<file path="src/rtl/plfr_pkg.sv">
package plfr_pkg;
	// Timing figures in their own units, cycle counts derived from the core clock
	localparam longint CLK_HZ = 20_000_000;
	localparam longint UV_TRIP_MS = 15;
	localparam longint RIDE_WAIT_MS = 500;
	localparam longint CLEAN_RUN_MIN = 10;
	localparam longint UV_TRIP_CYC = (UV_TRIP_MS * CLK_HZ + 999) / 1000;
	localparam longint RIDE_WAIT_CYC = (RIDE_WAIT_MS * CLK_HZ + 999) / 1000;
	localparam longint CLEAN_RUN_CYC = CLEAN_RUN_MIN * 60 * CLK_HZ;
	localparam int TW = 34;
	localparam int AW = 14;

	// Register indices; byte address is four times the index
	localparam logic [11:0] IDX_MODE = 12'h151;
	localparam logic [11:0] IDX_RTLIM = 12'h152;
	localparam logic [11:0] IDX_STAT = 12'h160;
	localparam logic [11:0] IDX_MASK = 12'h161;
	localparam logic [11:0] IDX_INFO = 12'h162;
	localparam logic [11:0] IDX_MFO = 12'h170;
	localparam int N_MFO = 3;

	localparam logic [3:0] RTLIM_RST = 4'h0;
	localparam logic [3:0] RETRY_MAX = 4'ha;
	localparam logic [7:0] MFO_RETRY = 8'h0e;
	localparam logic [7:0] MFO_RST = 8'h00;

	// Sticky status bits
	localparam int NSB = 4;
	localparam int SB_UVW = 0;
	localparam int SB_UVF = 1;
	localparam int SB_RETRY = 2;
	localparam int SB_TRIP = 3;

	// Info register fields
	localparam int INF_STATE = 4;
	localparam int INF_UVW = 8;
	localparam int INF_UVF = 9;
	localparam int INF_RETRY = 10;

	localparam logic [1:0] RESP_OKAY = 2'b00;
	localparam logic [1:0] RESP_SLVERR = 2'b10;

	typedef enum logic [1:0] {
		MODE_OFF = 2'b00,
		MODE_TIMED = 2'b01,
		MODE_RESTART = 2'b10
	} plfr_mode_t;

	typedef enum logic [2:0] {
		ST_STOP = 3'b000,
		ST_RUN = 3'b001,
		ST_RIDE = 3'b010,
		ST_SEARCH = 3'b011,
		ST_TRIP = 3'b100
	} plfr_state_t;
endpackage : plfr_pkg

</file>
<file path="src/rtl/plfr_tmr_if.sv">
`timescale 1ns/1ps
interface plfr_tmr_if #(parameter int W = 34);
	logic run;
	logic [W-1:0] limit;
	logic done;
	modport ctl(output run, output limit, input done);
	modport tmr(input run, input limit, output done);
endinterface : plfr_tmr_if

</file>
<file path="src/rtl/plfr_timer.sv">
`timescale 1ns/1ps
module plfr_timer #(parameter int W = 34) (
	input wire logic clk,
	input wire logic rstn,
	plfr_tmr_if.tmr t
);
	logic [W-1:0] cnt;
	logic [W-1:0] next_cnt;

	// Saturates at the limit so done stays up until run drops
	always_comb begin
		if (!t.run) begin
			next_cnt = '0;
		end else if (cnt == t.limit) begin
			next_cnt = cnt;
		end else begin
			next_cnt = cnt + 1'b1;
		end
	end

	always_ff @(posedge clk) begin
		if (!rstn) begin
			cnt <= '0;
		end else begin
			cnt <= next_cnt;
		end
	end

	assign t.done = t.run && (cnt == t.limit);
endmodule : plfr_timer

</file>
<file path="src/rtl/plfr_ctrl.sv">
`timescale 1ns/1ps
module plfr_ctrl
	import plfr_pkg::*;
#(
	parameter longint UV_CYC = UV_TRIP_CYC,
	parameter longint RIDE_CYC = RIDE_WAIT_CYC,
	parameter longint CLEAN_CYC = CLEAN_RUN_CYC
) (
	input wire logic CORE_CLK,
	input wire logic RSTN,
	input wire logic [AW-1:0] S_AXI_AWADDR,
	input wire logic S_AXI_AWVALID,
	output logic S_AXI_AWREADY,
	input wire logic [31:0] S_AXI_WDATA,
	input wire logic [3:0] S_AXI_WSTRB,
	input wire logic S_AXI_WVALID,
	output logic S_AXI_WREADY,
	output logic [1:0] S_AXI_BRESP,
	output logic S_AXI_BVALID,
	input wire logic S_AXI_BREADY,
	input wire logic [AW-1:0] S_AXI_ARADDR,
	input wire logic S_AXI_ARVALID,
	output logic S_AXI_ARREADY,
	output logic [31:0] S_AXI_RDATA,
	output logic [1:0] S_AXI_RRESP,
	output logic S_AXI_RVALID,
	input wire logic S_AXI_RREADY,
	input wire logic SUPPLY_LOSS,
	input wire logic OV_FAULT,
	input wire logic OC_FAULT,
	input wire logic OTHER_FAULT,
	input wire logic FAULT_RESET,
	input wire logic RUN_CMD,
	input wire logic SEARCH_DONE,
	output logic DRIVE_ON,
	output logic SPEED_SEARCH,
	output logic UNDERVOLTAGE_WARNING,
	output logic MAIN_UNDERVOLTAGE_FAULT,
	output logic FAULT_TRIP,
	output logic [N_MFO-1:0] MFO,
	output logic IRQ
);
	logic [6:0] sync1, sync2;
	logic s_loss, s_ov, s_oc, s_other, s_freset, s_run, s_sdone;
	logic ovoc_q, ovoc_edge;
	plfr_state_t state, next_state;
	plfr_mode_t mode, next_mode;
	logic [3:0] lim, next_lim, retry_cnt, next_cnt;
	logic [NSB-1:0] stat, next_stat, mask, next_mask, w1c, ev;
	logic [7:0] mfo_sel [N_MFO];
	logic [7:0] next_mfo [N_MFO];
	logic uvw, next_uvw, uvf, next_uvf, retrying, next_retrying, trip_now;
	logic aw_got, next_aw_got, w_got, next_w_got, do_wr;
	logic [AW-1:0] waddr, next_waddr;
	logic [31:0] wdata, next_wdata, rd_val, next_rdata;
	logic [3:0] wstrb, next_wstrb;
	logic next_bvalid, next_awready, next_wready, next_arready, next_rvalid;
	logic [1:0] next_bresp, next_rresp;
	logic [11:0] wr_idx, rd_idx;

	plfr_tmr_if #(.W(TW)) lt();
	plfr_tmr_if #(.W(TW)) ct();

	plfr_timer #(.W(TW)) u_loss_tmr (.clk(CORE_CLK), .rstn(RSTN), .t(lt));
	plfr_timer #(.W(TW)) u_clean_tmr (.clk(CORE_CLK), .rstn(RSTN), .t(ct));

	function automatic logic reg_hit(input logic [11:0] i);
		return i == IDX_MODE || i == IDX_RTLIM || i == IDX_STAT || i == IDX_MASK ||
			i == IDX_INFO || (i >= IDX_MFO && i < IDX_MFO + 12'(N_MFO));
	endfunction : reg_hit

	// Pin inputs cross into the core clock domain
	assign {s_loss, s_ov, s_oc, s_other, s_freset, s_run, s_sdone} = sync2;
	assign ovoc_edge = (s_ov | s_oc) & ~ovoc_q;

	always_ff @(posedge CORE_CLK) begin
		if (!RSTN) begin
			sync1 <= '0;
			sync2 <= '0;
			ovoc_q <= 1'b0;
		end else begin
			sync1 <= {SUPPLY_LOSS, OV_FAULT, OC_FAULT, OTHER_FAULT, FAULT_RESET, RUN_CMD, SEARCH_DONE};
			sync2 <= sync1;
			ovoc_q <= s_ov | s_oc;
		end
	end

	// Loss timer: 15 ms in mode 0 while running, 0.5 s in mode 1 while riding through
	assign lt.run = (state == ST_RUN && mode == MODE_OFF && s_loss) ||
		(state == ST_RIDE && mode == MODE_TIMED);
	// Done shows at count equal to limit, so mode 0 stops one short to trip at exactly 15 ms
	assign lt.limit = (mode == MODE_OFF) ? TW'(UV_CYC - 1) : TW'(RIDE_CYC);
	// Leaving RUN restarts the clean-run window, so it measures since the last restart
	assign ct.run = state == ST_RUN && retry_cnt != 4'h0;
	assign ct.limit = TW'(CLEAN_CYC);

	// AXI write path
	assign do_wr = aw_got && w_got && !S_AXI_BVALID;
	assign wr_idx = waddr[AW-1:2];
	assign rd_idx = S_AXI_ARADDR[AW-1:2];

	always_comb begin
		next_aw_got = aw_got;
		next_w_got = w_got;
		next_waddr = waddr;
		next_wdata = wdata;
		next_wstrb = wstrb;
		next_bvalid = S_AXI_BVALID;
		next_bresp = S_AXI_BRESP;
		if (S_AXI_AWVALID && S_AXI_AWREADY) begin
			next_aw_got = 1'b1;
			next_waddr = S_AXI_AWADDR;
		end
		if (S_AXI_WVALID && S_AXI_WREADY) begin
			next_w_got = 1'b1;
			next_wdata = S_AXI_WDATA;
			next_wstrb = S_AXI_WSTRB;
		end
		if (S_AXI_BVALID && S_AXI_BREADY) begin
			next_bvalid = 1'b0;
		end
		if (do_wr) begin
			next_bvalid = 1'b1;
			next_bresp = reg_hit(wr_idx) ? RESP_OKAY : RESP_SLVERR;
			next_aw_got = 1'b0;
			next_w_got = 1'b0;
		end
		next_awready = !next_aw_got;
		next_wready = !next_w_got;
	end

	always_ff @(posedge CORE_CLK) begin
		if (!RSTN) begin
			aw_got <= 1'b0;
			w_got <= 1'b0;
			waddr <= '0;
			wdata <= '0;
			wstrb <= '0;
			S_AXI_BVALID <= 1'b0;
			S_AXI_BRESP <= RESP_OKAY;
			S_AXI_AWREADY <= 1'b0;
			S_AXI_WREADY <= 1'b0;
		end else begin
			aw_got <= next_aw_got;
			w_got <= next_w_got;
			waddr <= next_waddr;
			wdata <= next_wdata;
			wstrb <= next_wstrb;
			S_AXI_BVALID <= next_bvalid;
			S_AXI_BRESP <= next_bresp;
			S_AXI_AWREADY <= next_awready;
			S_AXI_WREADY <= next_wready;
		end
	end

	// AXI read path
	always_comb begin
		rd_val = '0;
		if (rd_idx == IDX_MODE) begin
			rd_val[1:0] = mode;
		end
		if (rd_idx == IDX_RTLIM) begin
			rd_val[3:0] = lim;
		end
		if (rd_idx == IDX_STAT) begin
			rd_val[NSB-1:0] = stat;
		end
		if (rd_idx == IDX_MASK) begin
			rd_val[NSB-1:0] = mask;
		end
		if (rd_idx == IDX_INFO) begin
			rd_val[3:0] = retry_cnt;
			rd_val[INF_STATE +: 3] = state;
			rd_val[INF_UVW] = uvw;
			rd_val[INF_UVF] = uvf;
			rd_val[INF_RETRY] = retrying;
		end
		for (int i = 0; i < N_MFO; i++) begin
			if (rd_idx == IDX_MFO + 12'(i)) begin
				rd_val[7:0] = mfo_sel[i];
			end
		end
	end

	always_comb begin
		next_rvalid = S_AXI_RVALID;
		next_rdata = S_AXI_RDATA;
		next_rresp = S_AXI_RRESP;
		if (S_AXI_RVALID && S_AXI_RREADY) begin
			next_rvalid = 1'b0;
		end
		if (S_AXI_ARVALID && S_AXI_ARREADY) begin
			next_rvalid = 1'b1;
			next_rdata = rd_val;
			next_rresp = reg_hit(rd_idx) ? RESP_OKAY : RESP_SLVERR;
		end
		next_arready = !next_rvalid;
	end

	always_ff @(posedge CORE_CLK) begin
		if (!RSTN) begin
			S_AXI_RVALID <= 1'b0;
			S_AXI_RDATA <= '0;
			S_AXI_RRESP <= RESP_OKAY;
			S_AXI_ARREADY <= 1'b0;
		end else begin
			S_AXI_RVALID <= next_rvalid;
			S_AXI_RDATA <= next_rdata;
			S_AXI_RRESP <= next_rresp;
			S_AXI_ARREADY <= next_arready;
		end
	end

	// Settings, mask and sticky status
	always_comb begin
		next_mode = mode;
		next_lim = lim;
		next_mask = mask;
		next_mfo = mfo_sel;
		w1c = '0;
		if (do_wr && wstrb[0]) begin
			// Illegal values are dropped rather than clamped
			if (wr_idx == IDX_MODE && state == ST_STOP && wdata[15:2] == 14'h0 &&
				wdata[1:0] != 2'b11) begin
				next_mode = plfr_mode_t'(wdata[1:0]);
			end
			if (wr_idx == IDX_RTLIM && state == ST_STOP && wdata[15:0] <= 16'(RETRY_MAX)) begin
				next_lim = wdata[3:0];
			end
			if (wr_idx == IDX_MASK) begin
				next_mask = wdata[NSB-1:0];
			end
			if (wr_idx == IDX_STAT) begin
				w1c = wdata[NSB-1:0];
			end
			for (int i = 0; i < N_MFO; i++) begin
				if (wr_idx == IDX_MFO + 12'(i)) begin
					next_mfo[i] = wdata[7:0];
				end
			end
		end
		// A new event beats a clear in the same cycle
		next_stat = (stat & ~w1c) | ev;
	end

	always_ff @(posedge CORE_CLK) begin
		if (!RSTN) begin
			mode <= MODE_OFF;
			lim <= RTLIM_RST;
			mask <= '0;
			stat <= '0;
			for (int i = 0; i < N_MFO; i++) begin
				mfo_sel[i] <= MFO_RST;
			end
		end else begin
			mode <= next_mode;
			lim <= next_lim;
			mask <= next_mask;
			stat <= next_stat;
			mfo_sel <= next_mfo;
		end
	end

	// Drive sequencing
	always_comb begin
		next_state = state;
		next_cnt = retry_cnt;
		next_uvw = uvw;
		next_uvf = uvf;
		next_retrying = retrying;
		trip_now = 1'b0;
		ev = '0;
		unique case (state)
			ST_STOP: begin
				if (s_other) begin
					trip_now = 1'b1;
				end else if (s_run) begin
					next_state = ST_RUN;
				end
			end
			ST_RUN, ST_SEARCH: begin
				if (s_other) begin
					trip_now = 1'b1;
				end else if (ovoc_edge) begin
					if (retry_cnt < lim) begin
						next_cnt = retry_cnt + 4'h1;
						next_retrying = 1'b1;
						next_state = ST_SEARCH;
						ev[SB_RETRY] = 1'b1;
					end else begin
						trip_now = 1'b1;
					end
				end else if (state == ST_RUN && s_loss && mode != MODE_OFF) begin
					next_state = ST_RIDE;
					next_uvw = 1'b1;
					ev[SB_UVW] = 1'b1;
				end else if (lt.done) begin
					next_uvf = 1'b1;
					ev[SB_UVF] = 1'b1;
					trip_now = 1'b1;
				end else if (!s_run) begin
					next_state = ST_STOP;
				end else if (state == ST_SEARCH && s_sdone) begin
					next_state = ST_RUN;
					next_retrying = 1'b0;
				end
			end
			ST_RIDE: begin
				if (s_other) begin
					trip_now = 1'b1;
				end else if (!s_loss) begin
					next_state = ST_SEARCH;
					next_uvw = 1'b0;
				end else if (mode == MODE_TIMED && lt.done) begin
					next_uvf = 1'b1;
					ev[SB_UVF] = 1'b1;
					trip_now = 1'b1;
				end
			end
			ST_TRIP: begin
				if (s_freset) begin
					next_state = ST_STOP;
					next_uvf = 1'b0;
				end
			end
			default: begin
				next_state = ST_STOP;
			end
		endcase
		if (trip_now) begin
			next_state = ST_TRIP;
			next_uvw = 1'b0;
			next_retrying = 1'b0;
			ev[SB_TRIP] = 1'b1;
		end
		if (s_freset || ct.done) begin
			next_cnt = 4'h0;
		end
	end

	always_ff @(posedge CORE_CLK) begin
		if (!RSTN) begin
			state <= ST_STOP;
			retry_cnt <= 4'h0;
			uvw <= 1'b0;
			uvf <= 1'b0;
			retrying <= 1'b0;
			DRIVE_ON <= 1'b0;
			SPEED_SEARCH <= 1'b0;
			FAULT_TRIP <= 1'b0;
			MFO <= '0;
			IRQ <= 1'b0;
		end else begin
			state <= next_state;
			retry_cnt <= next_cnt;
			uvw <= next_uvw;
			uvf <= next_uvf;
			retrying <= next_retrying;
			DRIVE_ON <= next_state == ST_RUN;
			SPEED_SEARCH <= next_state == ST_SEARCH;
			FAULT_TRIP <= next_state == ST_TRIP;
			for (int i = 0; i < N_MFO; i++) begin
				MFO[i] <= next_mfo[i] == MFO_RETRY && next_retrying;
			end
			IRQ <= |(next_stat & next_mask);
		end
	end

	assign UNDERVOLTAGE_WARNING = uvw;
	assign MAIN_UNDERVOLTAGE_FAULT = uvf;
endmodule : plfr_ctrl

</file>
<file path="config.mk">
export PLATFORM = sky130hd
export DESIGN_NAME = plfr_ctrl
export DESIGN_NICKNAME = d
export VERILOG_FILES = /design/src/rtl/plfr_pkg.sv /design/src/rtl/plfr_tmr_if.sv /design/src/rtl/plfr_timer.sv /design/src/rtl/plfr_ctrl.sv
export SDC_FILE = /design/constraint.sdc
export NUM_CORES = 1
export LEC_CHECK = 0
export BUFFER_PORTS_ARGS = -buffer_cell sky130_fd_sc_hd__buf_4
export CORE_UTILIZATION = 40
export CTS_CLUSTER_DIAMETER = 200
export DETAILED_ROUTE_END_ITERATION = 8
export GPL_ROUTABILITY_DRIVEN = 1
export GPL_TIMING_DRIVEN = 0
export PLACE_DENSITY = 0.6
export SKIP_LAST_GASP = 1
export SLEW_MARGIN = 10
export SYNTH_ARGS = -nofsm -noshare
export SYNTH_HDL_FRONTEND = slang
export SYNTH_SLANG_ARGS = --single-unit
</file>
<file path="constraint.sdc">
create_clock -name CORE_CLK -period 2.8 [get_ports CORE_CLK]
set_input_delay 0.14 -clock CORE_CLK [delete_from_list [all_inputs] [get_ports CORE_CLK]]
set_output_delay 0.14 -clock CORE_CLK [all_outputs]
set_load 0.1 [all_outputs]
</file>
**Word-level counts from Yosys, hierarchy flattened**

Index checks and enable logic that the tools add are counted.

- Add/subtract/negate cells: 3
- Magnitude comparators: 6
- Eq/ne operators: 40
- Muxes and demuxes: 86
- Bitwise operators: 9
- Reduce and logical (&&, ||, !) cells: 63

Operators by type and width:

| cell | number |
|---|---|
| $eq 12x9->1 const B | 16 |
| $add 34x1->34 const B | 2 |
| $mux 24 | 2 |
| $mux 8 | 6 |
| $mux 1 | 46 |
| $mux 3 | 15 |
| $eq 34x24->1 | 1 |
| $eq 34x34->1 const B | 1 |
| $logic_and 1x1->1 | 28 |
| $mux 4 | 7 |
| $eq 8x4->1 const B | 3 |
| $ge 12x9->1 const B | 2 |
| $lt 12x9->1 const B | 2 |
| $ne 2x2->1 const B | 10 |
| $le 16x4->1 const B | 1 |
| $logic_not 14->1 | 1 |
| $logic_or 1x1->1 | 12 |
| $pmux 3 s4 | 1 |
| $eq 3x2->1 const B | 3 |
| $reduce_and 9->1 | 1 |
| $and 4x4->4 | 2 |
| $mux 2 | 4 |
| $reduce_and 2->1 | 4 |
| $mux 7 | 1 |
| other kinds (23) | 36 |

- Register bits after elaboration: 191
- Input bits: 78
- Output and inout port bits: 50
- Logic and storage cells: 242

**Longest topological paths before layout**

Gate-level depths: netlist of run 1.

- Depth in word-level cells: 14
- Gate-level depth with buffers: 8
- Depth with buffers taken out: 8

**Hierarchy**

A second synthesis of run 1 with hierarchy kept.

- Cell total of the unflattened synthesis: 1160
- Area total of the unflattened synthesis: 9684.3 sq um

Modules (own cells, without submodules):

| module | instances | cells an instance | area each (sq um) |
|---|---|---|---|
| plfr_ctrl | 1 | 638 | 5410.2 |
| plfr_timer | 2 | 261 | 2137.0 |

**Least setup slack after synthesis of run 1**

Ideal clock, no wire load.

- Kind: reg-to-reg
- Start: register u_loss_tmr.cnt[0]
- End: register SPEED_SEARCH
- Library setup time: 116 ps
- Arrival: 2287 ps
- Data required time: 2684 ps
- Slack: 397 ps
- Cell stages (with the launch flop): 7
- Clock period less this slack: 2403 ps
- Path through: dfxtp_1 or4b_1 a2111o_1 a2111oi_4 a21oi_1 nor4b_4 and2b_2

- Word-level cells in the longest chain between the ends: 9
- Elaborated cells on any way between the ends: 18

RTL lines:

| element | line | RTL |
|---|---|---|
| start, declared | plfr_timer.sv:7 | `logic [W-1:0] cnt;` |
| start signal, assigned | plfr_timer.sv:25 | `cnt <= next_cnt;` |
| $eq 34x24->1 (*) | plfr_timer.sv:29 | `assign t.done = t.run && (cnt == t.limit);` |
| $logic_and 1x1->1 (*) | plfr_timer.sv:29 |  |
| $mux 3, or another cell as far along | plfr_ctrl.sv:297 | `end else if (lt.done) begin` |
| $mux 3, or another cell as far along | plfr_ctrl.sv:293 | `end else if (state == ST_RUN && s_loss && mode != MODE_OFF) begin` |
| $mux 3, or another cell as far along | plfr_ctrl.sv:284 | `end else if (ovoc_edge) begin` |
| $mux 3, or another cell as far along | plfr_ctrl.sv:282 | `if (s_other) begin` |
| $pmux 3 s4 / $pmux 1 s3 (equally long branches) | plfr_ctrl.sv:273 | `unique case (state)` |
| $mux 3 (*) | plfr_ctrl.sv:330 | `if (trip_now) begin` |
| $eq 3x2->1 (*) | plfr_ctrl.sv:360 | `SPEED_SEARCH <= next_state == ST_SEARCH;` |
| end signal, assigned | plfr_ctrl.sv:349 | `SPEED_SEARCH <= 1'b0;` |
| end signal, assigned | plfr_ctrl.sv:360 |  |
| end, declared | plfr_ctrl.sv:36 | `output logic SPEED_SEARCH,` |

Every way passes the cells marked *; elsewhere a longest branch is shown, timed or not.
A chain may end at the register's enable or synchronous reset.

**Final worst setup path of run 1**

- Start: register u_loss_tmr.cnt[1]
- End: register IRQ

- Word-level cells in the longest chain between the ends: 11
- Elaborated cells on any way between the ends: 19

RTL lines:

| element | line | RTL |
|---|---|---|
| $eq 34x24->1 (*) | plfr_timer.sv:29 |  |
| $logic_and 1x1->1 (*) | plfr_timer.sv:29 |  |
| $mux 1 / $logic_and 1x1->1 (equally long branches) | plfr_ctrl.sv:297, plfr_ctrl.sv:314 |  |
| $mux 1 (on tied branches) | plfr_ctrl.sv:293, plfr_ctrl.sv:314 |  |
| $mux 1 (on tied branches) | plfr_ctrl.sv:284, plfr_ctrl.sv:311 |  |
| $mux 1 (on tied branches) | plfr_ctrl.sv:282, plfr_ctrl.sv:309 |  |
| $pmux 1 s3 | plfr_ctrl.sv:273 |  |
| $mux 1 | plfr_ctrl.sv:330 |  |
| $or 4x4->4 (*) | plfr_ctrl.sv:243 | `next_stat = (stat & ~w1c) \| ev;` |
| $and 4x4->4 (*) | plfr_ctrl.sv:365 | `IRQ <= \|(next_stat & next_mask);` |
| $reduce_or 4->1 (*) | plfr_ctrl.sv:365 |  |
| end signal, assigned | plfr_ctrl.sv:365 |  |
| end, declared | plfr_ctrl.sv:41 | `output logic IRQ` |

Marked as above.

==> flow_summary.yaml, run 1 <==
status:
  status: "finished clean"
worst_setup_path:
  critPathSlowestCell: "sky130_fd_sc_hd__a2111oi_4"
  timing.critical_path.cells: "or4b_1 -> a2111o_1 -> a2111oi_4 -> nor4b_1 -> o21a_1 -> a211o_1"
  worst-r2r-setup-slack_ns: 0.11
  worstPathMaxFanout: 7
  slowest_delay_ns: 0.58
  worstSetupPathType: "flop to flop"
  crit_path_start_kind: "flop"
  worst-endpoint-arrival_ns: 3.06
  cp.required_ns: 3.17
  critPathCaptureType: "flop"
yosys:
  synth-main-ff-cell: "sky130_fd_sc_hd__dfxtp_1"
  yosysSeqAreaShare_pct: 44.3
  synth_top_family_by_area: "simple AND/OR/NAND/NOR gates"
  synth_top_cell_area_share_pct: 44.3
  yosys-mux-area-fraction_pct: 2.53
  synth_compound_area_share_pct: 12.4
  synth.yosys.warnings: 0
  synth_top_cells_by_area: "sky130_fd_sc_hd__dfxtp_1 44%, sky130_fd_sc_hd__nand2_1 7.2%, sky130_fd_sc_hd__a21oi_1 5.7%"
  avg_synthesized_cell_area_um2: 8.27
  synth_simple_gate_area_share_pct: 28.0
  netlist-cell-type-count: 68
  synth_edf_count: 0
  syn_inst: 1022
  synthXorXnorAreaFrac_pct: 6.12
  synth_seq_cells: 187
  synth_fa_ha_area_share_pct: 1.18
  synth_async_sr_flop_share_pct: 0
  cell_type_with_the_largest_total_area_after_synthesis: "sky130_fd_sc_hd__dfxtp_1"
  syn_area_mm2: 0.00845
global_routing:
  first_global_vias: 7011
  grt_first_pass_wirelength_um: 35000
  grt_max_degree: 17
  global_route.overflow_total: 0
  number_of_antenna_violations_at_the_first_check_in_global_routing: 0
  groute.usage.overall_pct: 20.3
die:
  fp.coreArea_mm2: 0.0205
  rows: 52
  die_width_um: 147
  area_of_the_die_mm2: 0.0217
  initial_util_pct: 41.2
  ios: 128
  fp.dieH_um: 147
clocking:
  cts.reportedPaths.clkPinSlew_ns: 0.07
  root_buffer: "sky130_fd_sc_hd__clkbuf_16"
  clock_tree.htree_level_count: 4
  clock_latency_ns: 0.43
  clock_sink_count: 187
  postCtsSetupBuffers: 0
  tritoncts: "built"
  clock_tree.buffer_depth: 2
  tritoncts.num_buffers: 17
power_and_ir_drop:
  relative_contribution_of_combinational_cells_to_total_power_pct: 10.5
  pwr-share-seq_pct: 47.7
  total_switching_power_w: 0.00150
  p_clk_share_pct: 41.8
  cellInternalPower_w: 0.00425
  vdd.ir_drop.worst_v: 0.000349
  fraction_of_power_spent_switching_nets_pct: 26.1
  power.density_mw_per_mm2: 551
  leakagePower_nw: 3.76
cells_and_area:
  postLayoutCoreUtil_pct: 51.0
  drive_above_1_share_pct: 13.2
  num_antenna_cells: 0
  nets: 1265
  fillers: 1991
  relative_area_change_from_synthesis_to_final_layout_pct: 23.6
placement:
  globalplace.congestion: 0.820
  preCtsSetupSlack_ns: 0.0705
  port_buffers: 79
  place_hpwl_um: 15400
sta:
  slew_headroom_pct: 33.6
  tightestPinTransition_ns: 0.987
  setup_repair_after_global_routing_missed_its_margin: "no"
  clock_skews_ns: 0.0117
  setup-tns-final_ns: 0
  timing.final.hold_violations: 0
  total_setup_violations_reported_at_the_end_of_the_flow: 0
  final.period_utilization_pct: 95.9
  final_critical_path_setup_slack_ns: 0.114
  clock.fmax_ghz: 0.372
  drv_slew: 0
  period_minus_ws_final_ns: 2.69
detailed_routing:
  detail_route.first_pass.iterations: 6
  first_iter_violations: 368
  routed_wl_um: 21500
  viasPerCell: 5.07
  post-route-drc-count: 0
  wire_per_inst_um: 14.7
  route.vias.total: 7413
  route.antenna.remaining_nets: 0
worst_hold_path:
  min-delay-path-class: "input port to flop"
run:
  max_cap_viol_count: 0
-- synthesized netlist by cell type (5+ instances only) --
| cell | instances |
|---|---|
| sky130_fd_sc_hd__nor3_1 | 12 |
| sky130_fd_sc_hd__a211oi_1 | 5 |
| sky130_fd_sc_hd__o21a_1 | 9 |
| sky130_fd_sc_hd__nand2b_1 | 10 |
| sky130_fd_sc_hd__nand3_1 | 33 |
| sky130_fd_sc_hd__inv_1 | 26 |
| sky130_fd_sc_hd__ha_1 | 8 |
| sky130_fd_sc_hd__clkbuf_1 | 41 |
| sky130_fd_sc_hd__nor4b_1 | 13 |
| sky130_fd_sc_hd__and3_1 | 15 |
| sky130_fd_sc_hd__and4_1 | 5 |
| sky130_fd_sc_hd__a22oi_1 | 5 |
| sky130_fd_sc_hd__nor4_1 | 16 |
| sky130_fd_sc_hd__dfxtp_1 | 187 |
| sky130_fd_sc_hd__nand2_1 | 162 |
| sky130_fd_sc_hd__a21oi_1 | 97 |
| sky130_fd_sc_hd__xor2_1 | 44 |
| sky130_fd_sc_hd__mux2i_1 | 18 |
| sky130_fd_sc_hd__nor2b_1 | 6 |
| sky130_fd_sc_hd__or3_1 | 8 |
| sky130_fd_sc_hd__o21ai_0 | 25 |
| sky130_fd_sc_hd__and2_1 | 24 |
| sky130_fd_sc_hd__xnor2_1 | 15 |
| sky130_fd_sc_hd__nand4_1 | 24 |
| sky130_fd_sc_hd__buf_4 | 24 |
| sky130_fd_sc_hd__nor2_1 | 115 |
-- cell usage in the layout (no fill, tap or decap), drive strengths merged, types with 26 or more instances in the layout --
cell type	n
a21oi	97
o21ai	26
buf	108
xor2	44
nor2	115
dfxtp	187
dlygate4sd3	37
nand2	162
clkbuf	62
nand3	33
inv	29
-- power by group through the flow --
stage | clock [W] | sequential [W] | combinational [W]
2_1_floorplan | 0 | 0.00289 | 0.000319
3_3_place_gp | 0 | 0.00280 | 0.000558
3_5_place_dp | 0 | 0.00280 | 0.000560
4_1_cts | 0.00244 | 0.00274 | 0.000601
5_1_grt | 0.00257 | 0.00275 | 0.000642
6_report | 0.00240 | 0.00274 | 0.000605
-- repair_timing --
| action | in CTS | in global routing |
|---|---|---|
| endpoints found under the hold margin | 37 | 0 |
| setup endpoints to repair | 0 | 22 |
| hold buffers | 37 | 0 |
| gates resized for setup | 0 | 4 |
-- registers in the layout, summed over array words and instances, names as in the netlist, 7 cells and up --
register and flops:
waddr 12, sync2 7, u_clean_tmr.cnt 34, S_AXI_RDATA 11, wdata 16, u_loss_tmr.cnt 34
mfo_sel 24, sync1 7
-- stage by stage --
step	instance area (um2)	power (W)	hold WS (ns)	std cells
global route	10400	0.00596	0.0447	1462
finish	10400	0.00575	0.0226	1462
floorplan	8530	0.00321	0.267	1044
detailed placement	9460	0.00336	0.352	1393
CTS	10400	0.00579	0.0229	1462
global placement	9460	0.00336	0.347	1393
-- layer usage --
layer  vias to the layer above  GRT usage (%)  part of all wire (%)
li1                       3787              -                     -
met1                      3450           26.2                    46
met2                       154           34.4                    49
met3                        22           2.92                   3.3
met4                         0           7.16                   1.7
met5                         -              0                     0
-- layout make-up --
cell class | count | area (um2) | share of cell area (%)
multi-input cells | 760 | 4360 | 41.7
flip-flops and latches | 187 | 3740 | 35.8
repair buffers | 116 | 963 | 9.23
clock buffers | 21 | 450 | 4.31
plain buffers | 70 | 355 | 3.40
well taps | 270 | 338 | 3.24
clock inverters | 11 | 135 | 1.29
inverters | 27 | 101 | 0.971
-- worst paths after layout --
path | from | endpoint | cells after the start
setup / recovery | u_loss_tmr.cnt[1] | IRQ | 6
setup reg to reg | u_loss_tmr.cnt[1] | IRQ | 6
hold reg to reg | sync1[5] | sync2[5] | 1
hold / removal | S_AXI_BREADY | S_AXI_BVALID | 4
-- cell families (layout without fill, tap and decap cells) --
group / after synthesis / after routing
AND/OR/NAND/NOR: 475 / 475
flip-flops: 187 / 187
AO/OA/AOI/OAI: 174 / 174
buffers and inverters: 97 / 245
XOR/XNOR: 59 / 59
multiplexers: 21 / 21
adder cells (fa/ha/maj): 8 / 8
other: 1 / 23
-- worst max-delay path: cells and delay by family, from the launching register on --
family | cells | cell delay (ns)
AOI/OAI and AO/OA | 4 | 1.33
and+or+nand+nor | 2 | 0.92
DFF | 1 | 0.37
No activity file was read; power rests on OpenSTA's default activity.
==> inputs of run 2 (changes only) <==
--- a/config.mk
+++ b/config.mk
@@ -12,6 +12,7 @@
 export GPL_ROUTABILITY_DRIVEN = 1
 export GPL_TIMING_DRIVEN = 0
 export PLACE_DENSITY = 0.6
+export RECOVER_POWER = 25
 export SKIP_LAST_GASP = 1
 export SLEW_MARGIN = 10
 export SYNTH_ARGS = -nofsm -noshare
==> run 2 against run 1 <==
- global-route usage unchanged
- count of clock-buffer cells in the layout did not move
- via count fell by 0.16%
- worst setup slack worse by 0.0015 ns
- sequential share of layout area is 0.32 points higher
- critical path depth unchanged
- critical endpoint unchanged
- largest power group unchanged
- highest routed layer unchanged
==> flow_summary.yaml, run 2 (synthesis gave the netlist of run 1 again) <==
cells_and_area:
  commonest_cells_after_routing_fill_and_taps_aside: "187 x sky130_fd_sc_hd__dfxtp_1, 162 x sky130_fd_sc_hd__nand2_1, 115 x sky130_fd_sc_hd__nor2_1, 96 x sky130_fd_sc_hd__a21oi_1, 78 x sky130_fd_sc_hd__buf_4"
  biggestRegsByFlops: "u_clean_tmr.cnt (34), u_loss_tmr.cnt (34), mfo_sel (24)"
  nets: 1265
  num_antenna_cells: 0
  relative_area_change_from_synthesis_to_final_layout_pct: 22.5
  drive_above_1_share_pct: 11.1
  final_cells: 1462
  stdcell_area_mm2: 0.0103
  postLayoutCoreUtil_pct: 50.5
  layout.cells.most_common: "sky130_fd_sc_hd__dfxtp_1"
sta:
  timing.final.hold_violations: 0
  final_critical_path_setup_slack_ns: 0.113
  total_setup_violations_reported_at_the_end_of_the_flow: 0
  period_minus_ws_final_ns: 2.69
  final.period_utilization_pct: 96.0
  clock.fmax_ghz: 0.372
  clock_skews_ns: 0.0116
  setup-tns-final_ns: 0
  drv_slew: 0
  slew_headroom_pct: 21.4
  tightestPinTransition_ns: 1.18
  setup_repair_after_global_routing_missed_its_margin: "no"
clocking:
  clock_sink_count: 187
  clock_tree.htree_level_count: 4
  tritoncts.num_buffers: 17
  cts.reportedPaths.clkPinSlew_ns: 0.07
  clock_tree.buffer_depth: 2
  clock_latency_ns: 0.43
  tritoncts: "built"
  postCtsSetupBuffers: 0
  root_buffer: "sky130_fd_sc_hd__clkbuf_16"
detailed_routing:
  first_iter_violations: 374
  routed_wl_um: 21500
  wire_per_inst_um: 14.7
  viasPerCell: 5.06
  route.vias.total: 7401
  route.antenna.remaining_nets: 0
  post-route-drc-count: 0
  detail_route.first_pass.iterations: 5
power_and_ir_drop:
  leakagePower_nw: 3.66
  power.density_mw_per_mm2: 555
  vdd.ir_drop.worst_v: 0.000350
worst_setup_path:
  timing.critical_path.cells: "or4b_1 -> a2111o_1 -> a2111oi_4 -> nor4b_1 -> o21a_1 -> a211o_1"
  cp.required_ns: 3.17
  critPathCaptureType: "flop"
  worstSetupPathType: "flop to flop"
  worst_path_dominant_cell_family: "compound AO/OA/AOI/OAI gates"
  critPathSlowestCell: "sky130_fd_sc_hd__a2111oi_4"
  timing.critical_path.buf_inv: 0
  worstPathMaxFanout: 7
  worst-endpoint-arrival_ns: 3.06
  crit_path_start_kind: "flop"
  slowest_delay_ns: 0.58
die:
  fp.coreArea_mm2: 0.0205
  area_of_the_die_mm2: 0.0217
  initial_util_pct: 41.2
  die_width_um: 147
  ios: 128
  rows: 52
  fp.dieH_um: 147
global_routing:
  first_global_vias: 7011
  global_route.overflow_total: 0
  grt_max_degree: 17
  groute.usage.overall_pct: 20.3
  grt_first_pass_wirelength_um: 35000
  number_of_antenna_violations_at_the_first_check_in_global_routing: 0
placement:
  port_buffers: 79
  place_hpwl_um: 15400
  globalplace.congestion: 0.820
  post_placement_cell_area_mm2: 0.00946
  preCtsSetupSlack_ns: 0.0705
  placed_cell_count: 1393
status:
  status: "finished clean"
run:
  max_cap_viol_count: 0
worst_hold_path:
  min-delay-path-class: "input port to flop"
==> run 2: cell count changes in the layout (fill, tap and decap cells not counted), sizes merged <==
cell	delta
buf	-26
clkbuf	+26
==> run 2: worst min-delay path, delay by kind of cell <==
kind | cells | cell delay, ns
AND/OR/NAND/NOR | 1 | 0.07
AO/OA/AOI/OAI | 1 | 0.06
buffers and inverters | 2 | 0.16
==> run 2: layout make-up <==
| cell class | count | area, um2 |
|---|---|---|
| plain buffers | 70 | 355 |
| clock buffers | 21 | 450 |
| clock inverters | 11 | 135 |
| fillers | 2011 | 10100 |
| inverters | 27 | 101 |
| multi-input cells | 760 | 4360 |
| flip-flops and latches | 187 | 3740 |
| well taps | 270 | 338 |
| repair buffers | 116 | 870 |
==> run 2: layer usage <==
metal	vias up	part of all wire (%)	GRT usage, %
met5	-	0	0
li1	3785	-	-
met2	158	48	34.4
met3	22	3.3	2.92
met4	0	1.7	7.16
met1	3436	47	26.2
==> run 2: final timing paths <==
kind | from | to | slack (ns) | cells past startpoint
max reg2reg | u_loss_tmr.cnt[1] | IRQ | 0.11 | 6
min | S_AXI_BREADY | S_AXI_BVALID | 0.02 | 4
max | u_loss_tmr.cnt[1] | IRQ | 0.11 | 6
min reg2reg | sync1[5] | sync2[5] | 0.43 | 1
==> run 2: repair_timing <==
action,CTS,global route
hold endpoints to repair,37,0
endpoints found under the setup margin,0,22
resized for setup,0,4
hold buffers,37,0
==> run 2: per-stage QoR <==
stage	hold slack, ns	power, W
after global placement	0.347	0.00336
final	0.0235	0.00574
after CTS	0.0229	0.00579
after floorplan	0.267	0.00321
after detailed placement	0.352	0.00336
after global routing	0.0447	0.00595
==> run 2: report_power, final <==
group / internal [W] / switching, W / total [W] / leakage, nW
clock: 0.00135 / 0.00106 / 0.00241 / 0.280
sequential: 0.00271 / 0.0000336 / 0.00274 / 1.51
combinational: 0.000176 / 0.000417 / 0.000593 / 1.86
total: 0.00424 / 0.00151 / 0.00574 / 3.66
